File: src/sqr_pkg.sv
package sqr_pkg;
  // opcodes
  localparam logic [7:0] OP_SW_CMD   = 8'h25;
  localparam logic [7:0] OP_IN_CMD   = 8'h27;
  localparam logic [7:0] OP_TMP_CMD  = 8'h33;
  localparam logic [7:0] OP_GRP_CMD  = 8'h35;
  localparam logic [7:0] OP_RSP_INC  = 8'h01;
  localparam logic [1:0] RW_READ     = 2'h0;
  // execution status codes
  localparam logic [5:0] ST_OK       = 6'h00;
  localparam logic [5:0] ST_NO_WRITE = 6'h03;
  localparam logic [5:0] ST_BAD_ELEM = 6'h07;
  localparam logic [5:0] ST_NO_CHAN  = 6'h08;
  localparam logic [5:0] ST_NO_GRP   = 6'h09;
  localparam logic [5:0] ST_NO_OP    = 6'h3e;
  // element selectors
  localparam logic [7:0] EL_GRP_BASE = 8'h64;
  localparam logic [7:0] EL_GRP_LAST = 8'h95;
  localparam logic [7:0] EL_INPUT    = 8'hbe;
  localparam logic [7:0] EL_TEMP     = 8'h98;
  localparam logic [7:0] GRP_NONE    = 8'hfb;
  // measurement code zero points and ratios (tenths)
  localparam logic [23:0] I_ZERO     = 24'h7a1200;
  localparam logic [15:0] V_ZERO     = 16'h7d78;
  localparam logic [31:0] RATIO_DEN  = 32'h0000000a;
  localparam logic [31:0] VHIGH_NUM  = 32'h00000006;
  localparam logic [31:0] IHIGH_NUM  = 32'h00000003;
  localparam logic [31:0] SHARE_NUM  = 32'h00000001;
  // register byte offsets
  localparam logic [4:0] REG_CMD     = 5'h00;
  localparam logic [4:0] REG_CTRL    = 5'h04;
  localparam logic [4:0] REG_RSP_HDR = 5'h08;
  localparam logic [4:0] REG_RSP_HI  = 5'h0c;
  localparam logic [4:0] REG_RSP_LO  = 5'h10;
  // register field positions
  localparam int CMD_OP_LSB  = 0;
  localparam int CMD_RW_LSB  = 8;
  localparam int CMD_EL_LSB  = 16;
  localparam int CTRL_GO     = 0;
  localparam int CTRL_DONE   = 1;
  localparam int HDR_ST_LSB  = 8;
  localparam int HDR_RW_LSB  = 14;
  localparam int HDR_EL_LSB  = 16;
  // channel record layout in the snapshot memory
  localparam int MW_GRP_LSB  = 0;
  localparam int MW_BAT      = 8;
  localparam int MW_TRIP     = 9;
  localparam int MW_CMD      = 10;
  localparam int MW_SW       = 11;
  localparam int MW_THR_LSB  = 12;
  localparam int MW_OI_LSB   = 36;
  localparam int MW_OV_LSB   = 60;
  localparam int MEM_W       = 76;
  localparam int DATA_W      = 48;
  localparam int GRP_FIELDS  = 8;

  // current magnitude in 10 mA steps
  function automatic logic [23:0] cur_mag(input logic [23:0] code);
    return (code > I_ZERO) ? code - I_ZERO : 24'h000000;
  endfunction

  // voltage magnitude in 50 mV steps
  function automatic logic [23:0] volt_mag(input logic [15:0] code);
    return (code > V_ZERO) ? {8'h00, code - V_ZERO} : 24'h000000;
  endfunction

  // a above num tenths of b
  function automatic logic exceeds(input logic [23:0] a, input logic [23:0] b,
                                   input logic [31:0] num);
    return (32'(a) * RATIO_DEN) > (32'(b) * num);
  endfunction

  // one flag as a two-bit field
  function automatic logic [1:0] fld2(input logic b);
    return {1'b0, b};
  endfunction
endpackage

File: src/sqr_chan_mem.sv
`timescale 1ns/10ps
module sqr_chan_mem #(
  parameter int W     = 76,
  parameter int DEPTH = 8,
  parameter int AW    = 3
) (
  input  wire logic          clk_sys,
  input  wire logic          rst,
  input  wire logic          ce,
  input  wire logic          we,
  input  wire logic [AW-1:0] waddr,
  input  wire logic [W-1:0]  wdata,
  input  wire logic [AW-1:0] raddr,
  output logic      [W-1:0]  rdata_q
);
  logic [W-1:0] mem [DEPTH];

  // write port, fed by the measurement side
  always_ff @(posedge clk_sys) begin
    if (ce && we) begin
      mem[waddr] <= wdata;
    end
  end

  // registered read port
  always_ff @(posedge clk_sys or posedge rst) begin
    if (rst) begin
      rdata_q <= '0;
    end else if (ce) begin
      rdata_q <= mem[raddr];
    end
  end
endmodule // sqr_chan_mem

File: src/sqr_top.sv
`timescale 1ns/10ps
module sqr_top import sqr_pkg::*; #(
  parameter int NUM_CH = 8,
  parameter int CH_W   = $clog2(NUM_CH)
) (
  input  wire logic              clk_sys,
  input  wire logic              rst,
  input  wire logic              ce,
  input  wire logic [4:0]        avs_address,
  input  wire logic              avs_read,
  input  wire logic              avs_write,
  input  wire logic [31:0]       avs_writedata,
  input  wire logic [3:0]        avs_byteenable,
  output logic      [31:0]       avs_readdata,
  output logic                   avs_waitrequest,
  input  wire logic              meas_we,
  input  wire logic [CH_W-1:0]   meas_chan,
  input  wire logic [15:0]       meas_out_volt,
  input  wire logic [23:0]       meas_out_cur,
  input  wire logic [23:0]       meas_ovl_thr,
  input  wire logic              meas_sw_on,
  input  wire logic              meas_cmd_on,
  input  wire logic              meas_trip,
  input  wire logic              meas_battle,
  input  wire logic [7:0]        meas_group,
  input  wire logic [23:0]       in_cur_code,
  input  wire logic [15:0]       in_volt_code,
  input  wire logic [15:0]       temp_code
);
  localparam int MASK_W = (NUM_CH > GRP_FIELDS) ? NUM_CH : GRP_FIELDS;

  typedef enum logic [2:0] {
    S_IDLE,
    S_TGT_A,
    S_TGT_D,
    S_SCAN_A,
    S_SCAN_D,
    S_DONE
  } sqr_state_t;

  sqr_state_t        state_q;
  logic [7:0]        cmd_op_q;
  logic [1:0]        cmd_rw_q;
  logic [7:0]        cmd_el_q;
  logic              done_q;
  logic [7:0]        rsp_op_q;
  logic [5:0]        rsp_st_q;
  logic [1:0]        rsp_rw_q;
  logic [7:0]        rsp_el_q;
  logic [DATA_W-1:0] rsp_data_q;
  logic [5:0]        pend_st_q;
  logic [CH_W-1:0]   idx_q;
  logic [7:0]        grp_q;
  logic              grp_path_q;
  logic [MEM_W-1:0]  tgt_q;
  logic              have_tgt_q;
  logic [MASK_W-1:0] mask_q;
  logic [23:0]       imax_q;
  logic [23:0]       imin_q;
  logic              rd_ack_q;
  logic [MEM_W-1:0]  mem_rdata;
  logic [MEM_W-1:0]  meas_word;
  logic              busy;
  logic              wr_take;
  logic              rd_take;
  logic              go;
  logic              is_chan_el;
  logic              is_grp_el;
  logic              member;
  logic [23:0]       scan_imag;
  logic              flag_vhigh;
  logic              flag_ihigh;
  logic              flag_bit;
  logic              flag_share;
  logic              should_on;
  logic [15:0]       memb_bits;
  logic [DATA_W-1:0] rsp_data_d;
  logic [5:0]        rsp_st_d;

  assign busy = (state_q != S_IDLE);

  // bus handshake: reads take one wait cycle, command writes stall while busy
  always_comb begin
    avs_waitrequest = 1'b0;
    if (!ce) begin
      avs_waitrequest = avs_read | avs_write;
    end else if (avs_read && !rd_ack_q) begin
      avs_waitrequest = 1'b1;
    end else if (avs_write && busy &&
                 (avs_address == REG_CMD || avs_address == REG_CTRL)) begin
      avs_waitrequest = 1'b1;
    end
  end

  assign wr_take = avs_write & ~avs_waitrequest;
  assign rd_take = avs_read & ce & ~rd_ack_q;
  assign go      = wr_take && avs_address == REG_CTRL && avs_byteenable[0] &&
                   avs_writedata[CTRL_GO];

  // read data register and its one-cycle acknowledge
  always_ff @(posedge clk_sys or posedge rst) begin
    if (rst) begin
      rd_ack_q     <= 1'b0;
      avs_readdata <= 32'h00000000;
    end else if (ce) begin
      rd_ack_q <= rd_take;
      if (rd_take) begin
        unique case (avs_address)
          REG_CMD:     avs_readdata <= {8'h00, cmd_el_q, 6'h00, cmd_rw_q, cmd_op_q};
          REG_CTRL:    avs_readdata <= {30'h00000000, done_q, busy};
          REG_RSP_HDR: avs_readdata <= {8'h00, rsp_el_q, rsp_rw_q, rsp_st_q, rsp_op_q};
          REG_RSP_HI:  avs_readdata <= rsp_data_q[DATA_W-1 -: 32];
          REG_RSP_LO:  avs_readdata <= {rsp_data_q[15:0], 16'h0000};
          default:     avs_readdata <= 32'h00000000;
        endcase
      end
    end
  end

  // command word, byte lanes honoured
  always_ff @(posedge clk_sys or posedge rst) begin
    if (rst) begin
      cmd_op_q <= 8'h00;
      cmd_rw_q <= 2'h0;
      cmd_el_q <= 8'h00;
    end else if (wr_take && avs_address == REG_CMD) begin
      if (avs_byteenable[0]) begin
        cmd_op_q <= avs_writedata[CMD_OP_LSB +: 8];
      end
      if (avs_byteenable[1]) begin
        cmd_rw_q <= avs_writedata[CMD_RW_LSB +: 2];
      end
      if (avs_byteenable[2]) begin
        cmd_el_q <= avs_writedata[CMD_EL_LSB +: 8];
      end
    end
  end

  // done flag: completion sets, write-one clears, set wins
  always_ff @(posedge clk_sys or posedge rst) begin
    if (rst) begin
      done_q <= 1'b0;
    end else if (ce) begin
      if (state_q == S_DONE) begin
        done_q <= 1'b1;
      end else if (go || (wr_take && avs_address == REG_CTRL &&
                          avs_byteenable[0] && avs_writedata[CTRL_DONE])) begin
        done_q <= 1'b0;
      end
    end
  end

  // channel snapshot memory
  assign meas_word = {meas_out_volt, meas_out_cur, meas_ovl_thr, meas_sw_on,
                      meas_cmd_on, meas_trip, meas_battle, meas_group};

  sqr_chan_mem #(
    .W     (MEM_W),
    .DEPTH (NUM_CH),
    .AW    (CH_W)
  ) u_mem (
    .clk_sys (clk_sys),
    .rst     (rst),
    .ce      (ce),
    .we      (meas_we && (32'(meas_chan) < NUM_CH)),
    .waddr   (meas_chan),
    .wdata   (meas_word),
    .raddr   (idx_q),
    .rdata_q (mem_rdata)
  );

  // element classes
  assign is_chan_el = (cmd_el_q < EL_GRP_BASE);
  assign is_grp_el  = (cmd_el_q >= EL_GRP_BASE) && (cmd_el_q <= EL_GRP_LAST);

  // scan record belongs to the group of interest
  assign member    = (mem_rdata[MW_GRP_LSB +: 8] == grp_q) && (grp_q != GRP_NONE);
  assign scan_imag = cur_mag(mem_rdata[MW_OI_LSB +: 24]);

  // sequencer: decode, fetch target, scan all channels, answer
  always_ff @(posedge clk_sys or posedge rst) begin
    if (rst) begin
      state_q    <= S_IDLE;
      pend_st_q  <= ST_OK;
      idx_q      <= '0;
      grp_q      <= GRP_NONE;
      grp_path_q <= 1'b0;
    end else if (ce) begin
      unique case (state_q)
        S_IDLE: begin
          if (go) begin
            pend_st_q  <= ST_OK;
            idx_q      <= '0;
            grp_path_q <= 1'b0;
            state_q    <= S_DONE;
            if (cmd_op_q != OP_SW_CMD && cmd_op_q != OP_IN_CMD &&
                cmd_op_q != OP_TMP_CMD && cmd_op_q != OP_GRP_CMD) begin
              pend_st_q <= ST_NO_OP;
            end else if (cmd_rw_q != RW_READ) begin
              pend_st_q <= ST_NO_WRITE;
            end else if (cmd_op_q == OP_IN_CMD) begin
              if (cmd_el_q != EL_INPUT) begin
                pend_st_q <= ST_BAD_ELEM;
              end
            end else if (cmd_op_q == OP_TMP_CMD) begin
              if (cmd_el_q != EL_TEMP) begin
                pend_st_q <= ST_BAD_ELEM;
              end
            end else if (is_grp_el) begin
              grp_q      <= cmd_el_q - EL_GRP_BASE;
              grp_path_q <= 1'b1;
              state_q    <= S_SCAN_A;
            end else if (cmd_op_q == OP_GRP_CMD) begin
              pend_st_q <= ST_BAD_ELEM;
            end else if (is_chan_el && (32'(cmd_el_q) < NUM_CH)) begin
              idx_q   <= cmd_el_q[CH_W-1:0];
              state_q <= S_TGT_A;
            end else if (is_chan_el) begin
              pend_st_q <= ST_NO_CHAN;
            end else begin
              pend_st_q <= ST_BAD_ELEM;
            end
          end
        end
        S_TGT_A: state_q <= S_TGT_D;
        S_TGT_D: begin
          grp_q   <= mem_rdata[MW_GRP_LSB +: 8];
          idx_q   <= '0;
          state_q <= S_SCAN_A;
        end
        S_SCAN_A: state_q <= S_SCAN_D;
        S_SCAN_D: begin
          if (32'(idx_q) == NUM_CH - 1) begin
            state_q <= S_DONE;
          end else begin
            idx_q   <= idx_q + CH_W'(1);
            state_q <= S_SCAN_A;
          end
        end
        S_DONE: state_q <= S_IDLE;
      endcase
    end
  end

  // target record, group membership and current spread
  always_ff @(posedge clk_sys or posedge rst) begin
    if (rst) begin
      tgt_q      <= '0;
      have_tgt_q <= 1'b0;
      mask_q     <= '0;
      imax_q     <= 24'h000000;
      imin_q     <= 24'hffffff;
    end else if (ce) begin
      if (state_q == S_IDLE && go) begin
        have_tgt_q <= 1'b0;
        mask_q     <= '0;
        imax_q     <= 24'h000000;
        imin_q     <= 24'hffffff;
      end else if (state_q == S_TGT_D) begin
        tgt_q      <= mem_rdata;
        have_tgt_q <= 1'b1;
      end else if (state_q == S_SCAN_D && member) begin
        mask_q[idx_q] <= 1'b1;
        if (scan_imag > imax_q) begin
          imax_q <= scan_imag;
        end
        if (scan_imag < imin_q) begin
          imin_q <= scan_imag;
        end
        if (!have_tgt_q) begin
          tgt_q      <= mem_rdata;
          have_tgt_q <= 1'b1;
        end
      end
    end
  end

  // switch status flags from the target record and the group scan
  assign flag_vhigh = exceeds(volt_mag(tgt_q[MW_OV_LSB +: 16]),
                              volt_mag(in_volt_code), VHIGH_NUM);
  assign flag_ihigh = exceeds(cur_mag(tgt_q[MW_OI_LSB +: 24]),
                              cur_mag(tgt_q[MW_THR_LSB +: 24]), IHIGH_NUM);
  assign should_on  = tgt_q[MW_CMD] & ~tgt_q[MW_TRIP];
  assign flag_bit   = should_on ? ~flag_vhigh : (flag_vhigh | flag_ihigh);
  assign flag_share = (grp_q != GRP_NONE) && (|mask_q) &&
                      exceeds(imax_q - imin_q, imax_q, SHARE_NUM);

  // membership fields, channel 0 first
  always_comb begin
    memb_bits = 16'h0000;
    for (int i = 0; i < GRP_FIELDS; i++) begin
      memb_bits[15 - 2*i -: 2] = fld2(mask_q[i]);
    end
  end

  // reply data area, left justified, unused bytes zero
  always_comb begin
    rsp_data_d = '0;
    rsp_st_d   = pend_st_q;
    if (pend_st_q == ST_OK) begin
      unique case (cmd_op_q)
        OP_SW_CMD: begin
          if (grp_path_q && !(|mask_q)) begin
            rsp_st_d = ST_NO_GRP;
          end else begin
            rsp_data_d = {fld2(tgt_q[MW_SW]), fld2(tgt_q[MW_CMD]),
                          fld2(flag_vhigh), fld2(flag_ihigh),
                          fld2(tgt_q[MW_TRIP]),
                          fld2(flag_bit),
                          fld2(tgt_q[MW_BAT]),
                          tgt_q[MW_GRP_LSB +: 8],
                          8'h00, 6'h00, fld2(flag_share), 10'h000};
          end
        end
        OP_IN_CMD:  rsp_data_d = {in_cur_code, in_volt_code, 8'h00};
        OP_TMP_CMD: rsp_data_d = {temp_code, 32'h00000000};
        OP_GRP_CMD: begin
          if (!(|mask_q)) begin
            rsp_st_d = ST_NO_GRP;
          end else begin
            rsp_data_d = {8'h00, memb_bits, 24'h000000};
          end
        end
        default: rsp_data_d = '0;
      endcase
    end
  end

  // reply registers, loaded once per query
  always_ff @(posedge clk_sys or posedge rst) begin
    if (rst) begin
      rsp_op_q   <= 8'h00;
      rsp_st_q   <= ST_OK;
      rsp_rw_q   <= 2'h0;
      rsp_el_q   <= 8'h00;
      rsp_data_q <= '0;
    end else if (ce && state_q == S_DONE) begin
      rsp_op_q   <= cmd_op_q + OP_RSP_INC;
      rsp_st_q   <= rsp_st_d;
      rsp_rw_q   <= cmd_rw_q;
      rsp_el_q   <= cmd_el_q;
      rsp_data_q <= rsp_data_d;
    end
  end
endmodule // sqr_top

File: config.mk
export PLATFORM = sky130hd
export DESIGN_NAME = sqr_top
export DESIGN_NICKNAME = d
export VERILOG_FILES = /design/src/sqr_pkg.sv /design/src/sqr_chan_mem.sv /design/src/sqr_top.sv
export SDC_FILE = /design/constraint.sdc
export NUM_CORES = 2
export LEC_CHECK = 0
export BUFFER_PORTS_ARGS = -buffer_cell sky130_fd_sc_hd__buf_2
export CAP_MARGIN = 30
export CORE_MARGIN = 1
export CORE_UTILIZATION = 34
export CTS_BUF_LIST = sky130_fd_sc_hd__clkbuf_4 sky130_fd_sc_hd__clkbuf_8
export DETAILED_ROUTE_END_ITERATION = 8
export PLACE_DENSITY = 0.53
export SYNTH_ARGS = -nofsm -noshare
export SYNTH_HDL_FRONTEND = slang
export SYNTH_SLANG_ARGS = --single-unit
export TNS_END_PERCENT = 30
File: constraint.sdc
create_clock -name clk_sys -period 15.9 [get_ports clk_sys]
set_clock_uncertainty 0.1 [all_clocks]
set_input_delay 2.385 -clock clk_sys [delete_from_list [all_inputs] [get_ports clk_sys]]
set_output_delay 2.385 -clock clk_sys [all_outputs]
set_load 0.03 [all_outputs]
==> out/summary.txt <==
Distinct cells, synth -> 88
crit path DAT -> 8.70 ns
sequential share of the synthesized area -> 55.7%
Final Hold Slack -> 0.371 ns
Inserted Clock Buffers -> 164
RSZ-0062 raised after global routing -> no
die height -> 379 um
Vias -> 33100
Synth Area in Simple Gates -> 10.0%
drt drc -> 0
number of flops mapped to enable cells by yosys -> 608
top cell type's share of synthesized area -> 37.8%
WHS Path Cells -> 2
Final Critical Period -> 8.02 ns
first-pass GRT wire length -> 203000 um
pwr dens -> 192 nW/um2
setup tns final -> 0 ns
# IOs -> 215
post-synthesis mux area share -> 7.69%
global placer's final weighted congestion -> 0.824
adder-cell share of the synthesized area -> 8.01%
r2r startpoint -> tgt_q[48]
worst min path class -> flip-flop to flip-flop
FF+latch count, synth -> 952
1st-pass router iterations -> 5
largest family of logic cells by synthesized area -> compound AO/OA/AOI/OAI gates
leak pwr -> 21.7 nW
hold path endpoint -> rsp_st_q[2]
hold buffers post-CTS -> 0
utilization after layout -> 39.0%
Syn Nets -> 4555
share of layout cells above drive strength 1 -> 18.8%
r2r endpoint -> rsp_data_q[40]
Initial Util -> 34.2%
final worst-path cycle share -> 50.4%
Ys Warns -> 0
pre-CTS setup slack -> 7.05 ns
remaining antenna violation count after routing -> 0
Resize count post-CTS -> 0
Vias per Instance -> 5.22
grt ovf -> 0
synthesized area per cell -> 11.9 um2
post-synthesis xor/xnor area fraction -> 2.79%
DIE WIDTH -> 379 um
WS Path Type -> flip-flop to flip-flop
Reg clk slew, reported paths -> 0.06 ns
final WL -> 135000 um
Layout area overhead -> 14.0%
Nets -> 4801
post-DP HPWL -> 90000 um
Sink Count -> 952
vias in the first global route -> 33000
Max Freq -> 125 MHz
hold path start -> rsp_st_q[2]
critical path fanouts, max -> 24
Synth async-reset ratio -> 36.1%
Die Area -> 144000 um2
FP Rows -> 138
fin worst setup slack -> 7.88 ns
CTS root buffer -> clkbuf_8
total track usage -> 18.7%
status -> finished, final reports clean
1st-iter DRT viols -> 2007
CTS tree -> yes
pin count of the biggest net entering global routing -> 155
pins over their slew limit -> 0
clk_lat worst skew -> 0.88 ns
worst slew pin tran -> 1.09 ns
peak supply drop -> 0.154 mV
compound-cell area share of the yosys netlist -> 13.4%
Synth Flop Type -> edfxtp_1
post-synthesis instance total -> 4067
core area -> 141000 um2
final hold viol count -> 0
Worst Path Required -> 16.58 ns
CTS Buffer Depth -> 3
max-cap violations -> 0
R2R Setup Slk -> 7.88 ns
Critical Path End Type -> flip-flop
type of origin of the critical path -> flip-flop
number of setup violations in the final report -> 0
Post-CTS Setup Bufs -> 0
Buffers on Ports -> 199
Synth area leaders -> edfxtp_1 (38%), dfrtp_1 (16%), ha_1 (7.8%), mux2_2 (4.1%), a21oi_1 (3.3%)
worst-case reg-to-reg path depth -> 24
worst relative slew slack -> 27.4%
Mapped Area -> 48300 um2
initial antenna violation count -> 30
H-tree Lvls -> 4
Synth area leader -> edfxtp_1
wire per inst -> 21.2 um
metrics by stage:
stage | instances | total power [mW] | area, um2
CTS | 6335 | 10.7 | 55100
detailed placement | 6034 | 8.30 | 51600
global route | 6341 | 11.4 | 55100
global placement | 6032 | 8.25 | 51600
finish | 6344 | 10.6 | 55100
floorplan | 4067 | 6.82 | 48300
flip-flops by register name, indices dropped and copies added (netlist names), 5 cells and up:
| signal | flops |
|---|---|
| u_mem.mem | 608 |
| tgt_q | 76 |
| u_mem.rdata_q | 76 |
| rsp_data_q | 40 |
| avs_readdata | 32 |
| imax_q | 24 |
| imin_q | 24 |
| cmd_el_q | 8 |
| cmd_op_q | 8 |
| grp_q | 8 |
| mask_q | 8 |
| rsp_el_q | 8 |
| rsp_op_q | 8 |
| pend_st_q | 5 |
| rsp_st_q | 5 |
critical path, cell delays in order, from the launching register on:
cell and delay, ns:
dfrtp_1 0.51, nor4b_1 0.40, nand4_1 0.21, a2111oi_0 0.49, a211o_1 0.65, nor2b_1 0.17
ha_1 0.33, ha_1 0.35, o21a_1 0.23, a2111oi_2 0.44, o31ai_1 0.19, o21ai_1 0.23
o31ai_1 0.14, o41ai_2 0.38, o21bai_1 0.12, a21oi_1 0.18, xnor2_1 0.14, ha_1 0.33
nand2_1 0.07, nor4_1 0.46, nand4_1 0.23, a211o_1 0.27, a22oi_1 0.83, a211oi_1 0.18
o31ai_1 0.28
power by group:
part / switching [mW] / internal (mW) / total [mW] / leakage (nW)
combinational: 2.91 / 2.07 / 4.97 / 10.0
clock: 1.02 / 1.29 / 2.31 / 1.83
sequential: 0.379 / 2.90 / 3.28 / 9.83
worst max path at each step:
stage / depth (start not counted) / end / slack, ns / startpoint
3_3_place_gp: 27 / rsp_data_q[42] / 7.09 / in_volt_code[4]
4_1_cts: 24 / rsp_data_q[40] / 7.96 / tgt_q[48]
5_1_grt: 24 / rsp_data_q[40] / 7.31 / tgt_q[48]
6_report: 24 / rsp_data_q[40] / 7.88 / tgt_q[48]
3_5_place_dp: 28 / rsp_data_q[42] / 7.05 / in_volt_code[4]
2_1_floorplan: 1 / avs_readdata[0] / 3.93 / rst
cell usage after synthesis, types with 38 or more instances:
master and number:
edfxtp_1 608, nor2_1 321, nand2_1 319, a21oi_1 317, dfrtp_1 313, ha_1 300, o21ai_0 205, mux2_2 176
clkbuf_1 151, inv_1 121, mux2i_1 115, xnor2_1 92, a21o_1 67, nand3_1 67, xor2_1 62, a22o_1 60
a22oi_1 58, nor2b_1 55, a31oi_1 53, a221oi_1 52, nor3_1 50, nand4_1 40, o21a_1 38
metal layers:
metal | vias up | part of all wire, % | global-route usage, %
li1 | 15800 | - | -
met1 | 16300 | 44 | 24.4
met2 | 765 | 47 | 30.1
met3 | 245 | 5.8 | 4.45
met4 | 40 | 2.8 | 6.57
met5 | - | 0.19 | 0
cell type report:
class	instances	area, um2
fill	13800	86100
timing repair buffer	264	1520
sequential	952	26900
tap	1890	2360
inverter	121	463
antenna	6	15.0
multi-input combinational	2810	20400
clock buffer	257	3090
clock inverter	44	349
cells by family after synthesis:
family | after synthesis
adders and majority gates | 306
AOI/OAI and AO/OA | 1004
and+or+nand+nor | 1029
DFF | 952
xor gates and xnor gates | 154
muxes | 317
buffers and inverters | 305
cell usage in the layout, fill, tap and decap left out, types with 115 or more instances in the layout:
| master | synthesis | layout |
|---|---|---|
| a21oi_1 | 317 | 317 |
| buf_2 | 3 | 198 |
| clkbuf_8 | 0 | 185 |
| dfrtp_1 | 313 | 310 |
| edfxtp_1 | 608 | 608 |
| ha_1 | 300 | 300 |
| inv_1 | 121 | 119 |
| mux2_2 | 176 | 176 |
| mux2i_1 | 115 | 115 |
| nand2_1 | 319 | 318 |
| nor2_1 | 321 | 311 |
| o21ai_0 | 205 | 205 |
(Power assumes the default switching activity.)
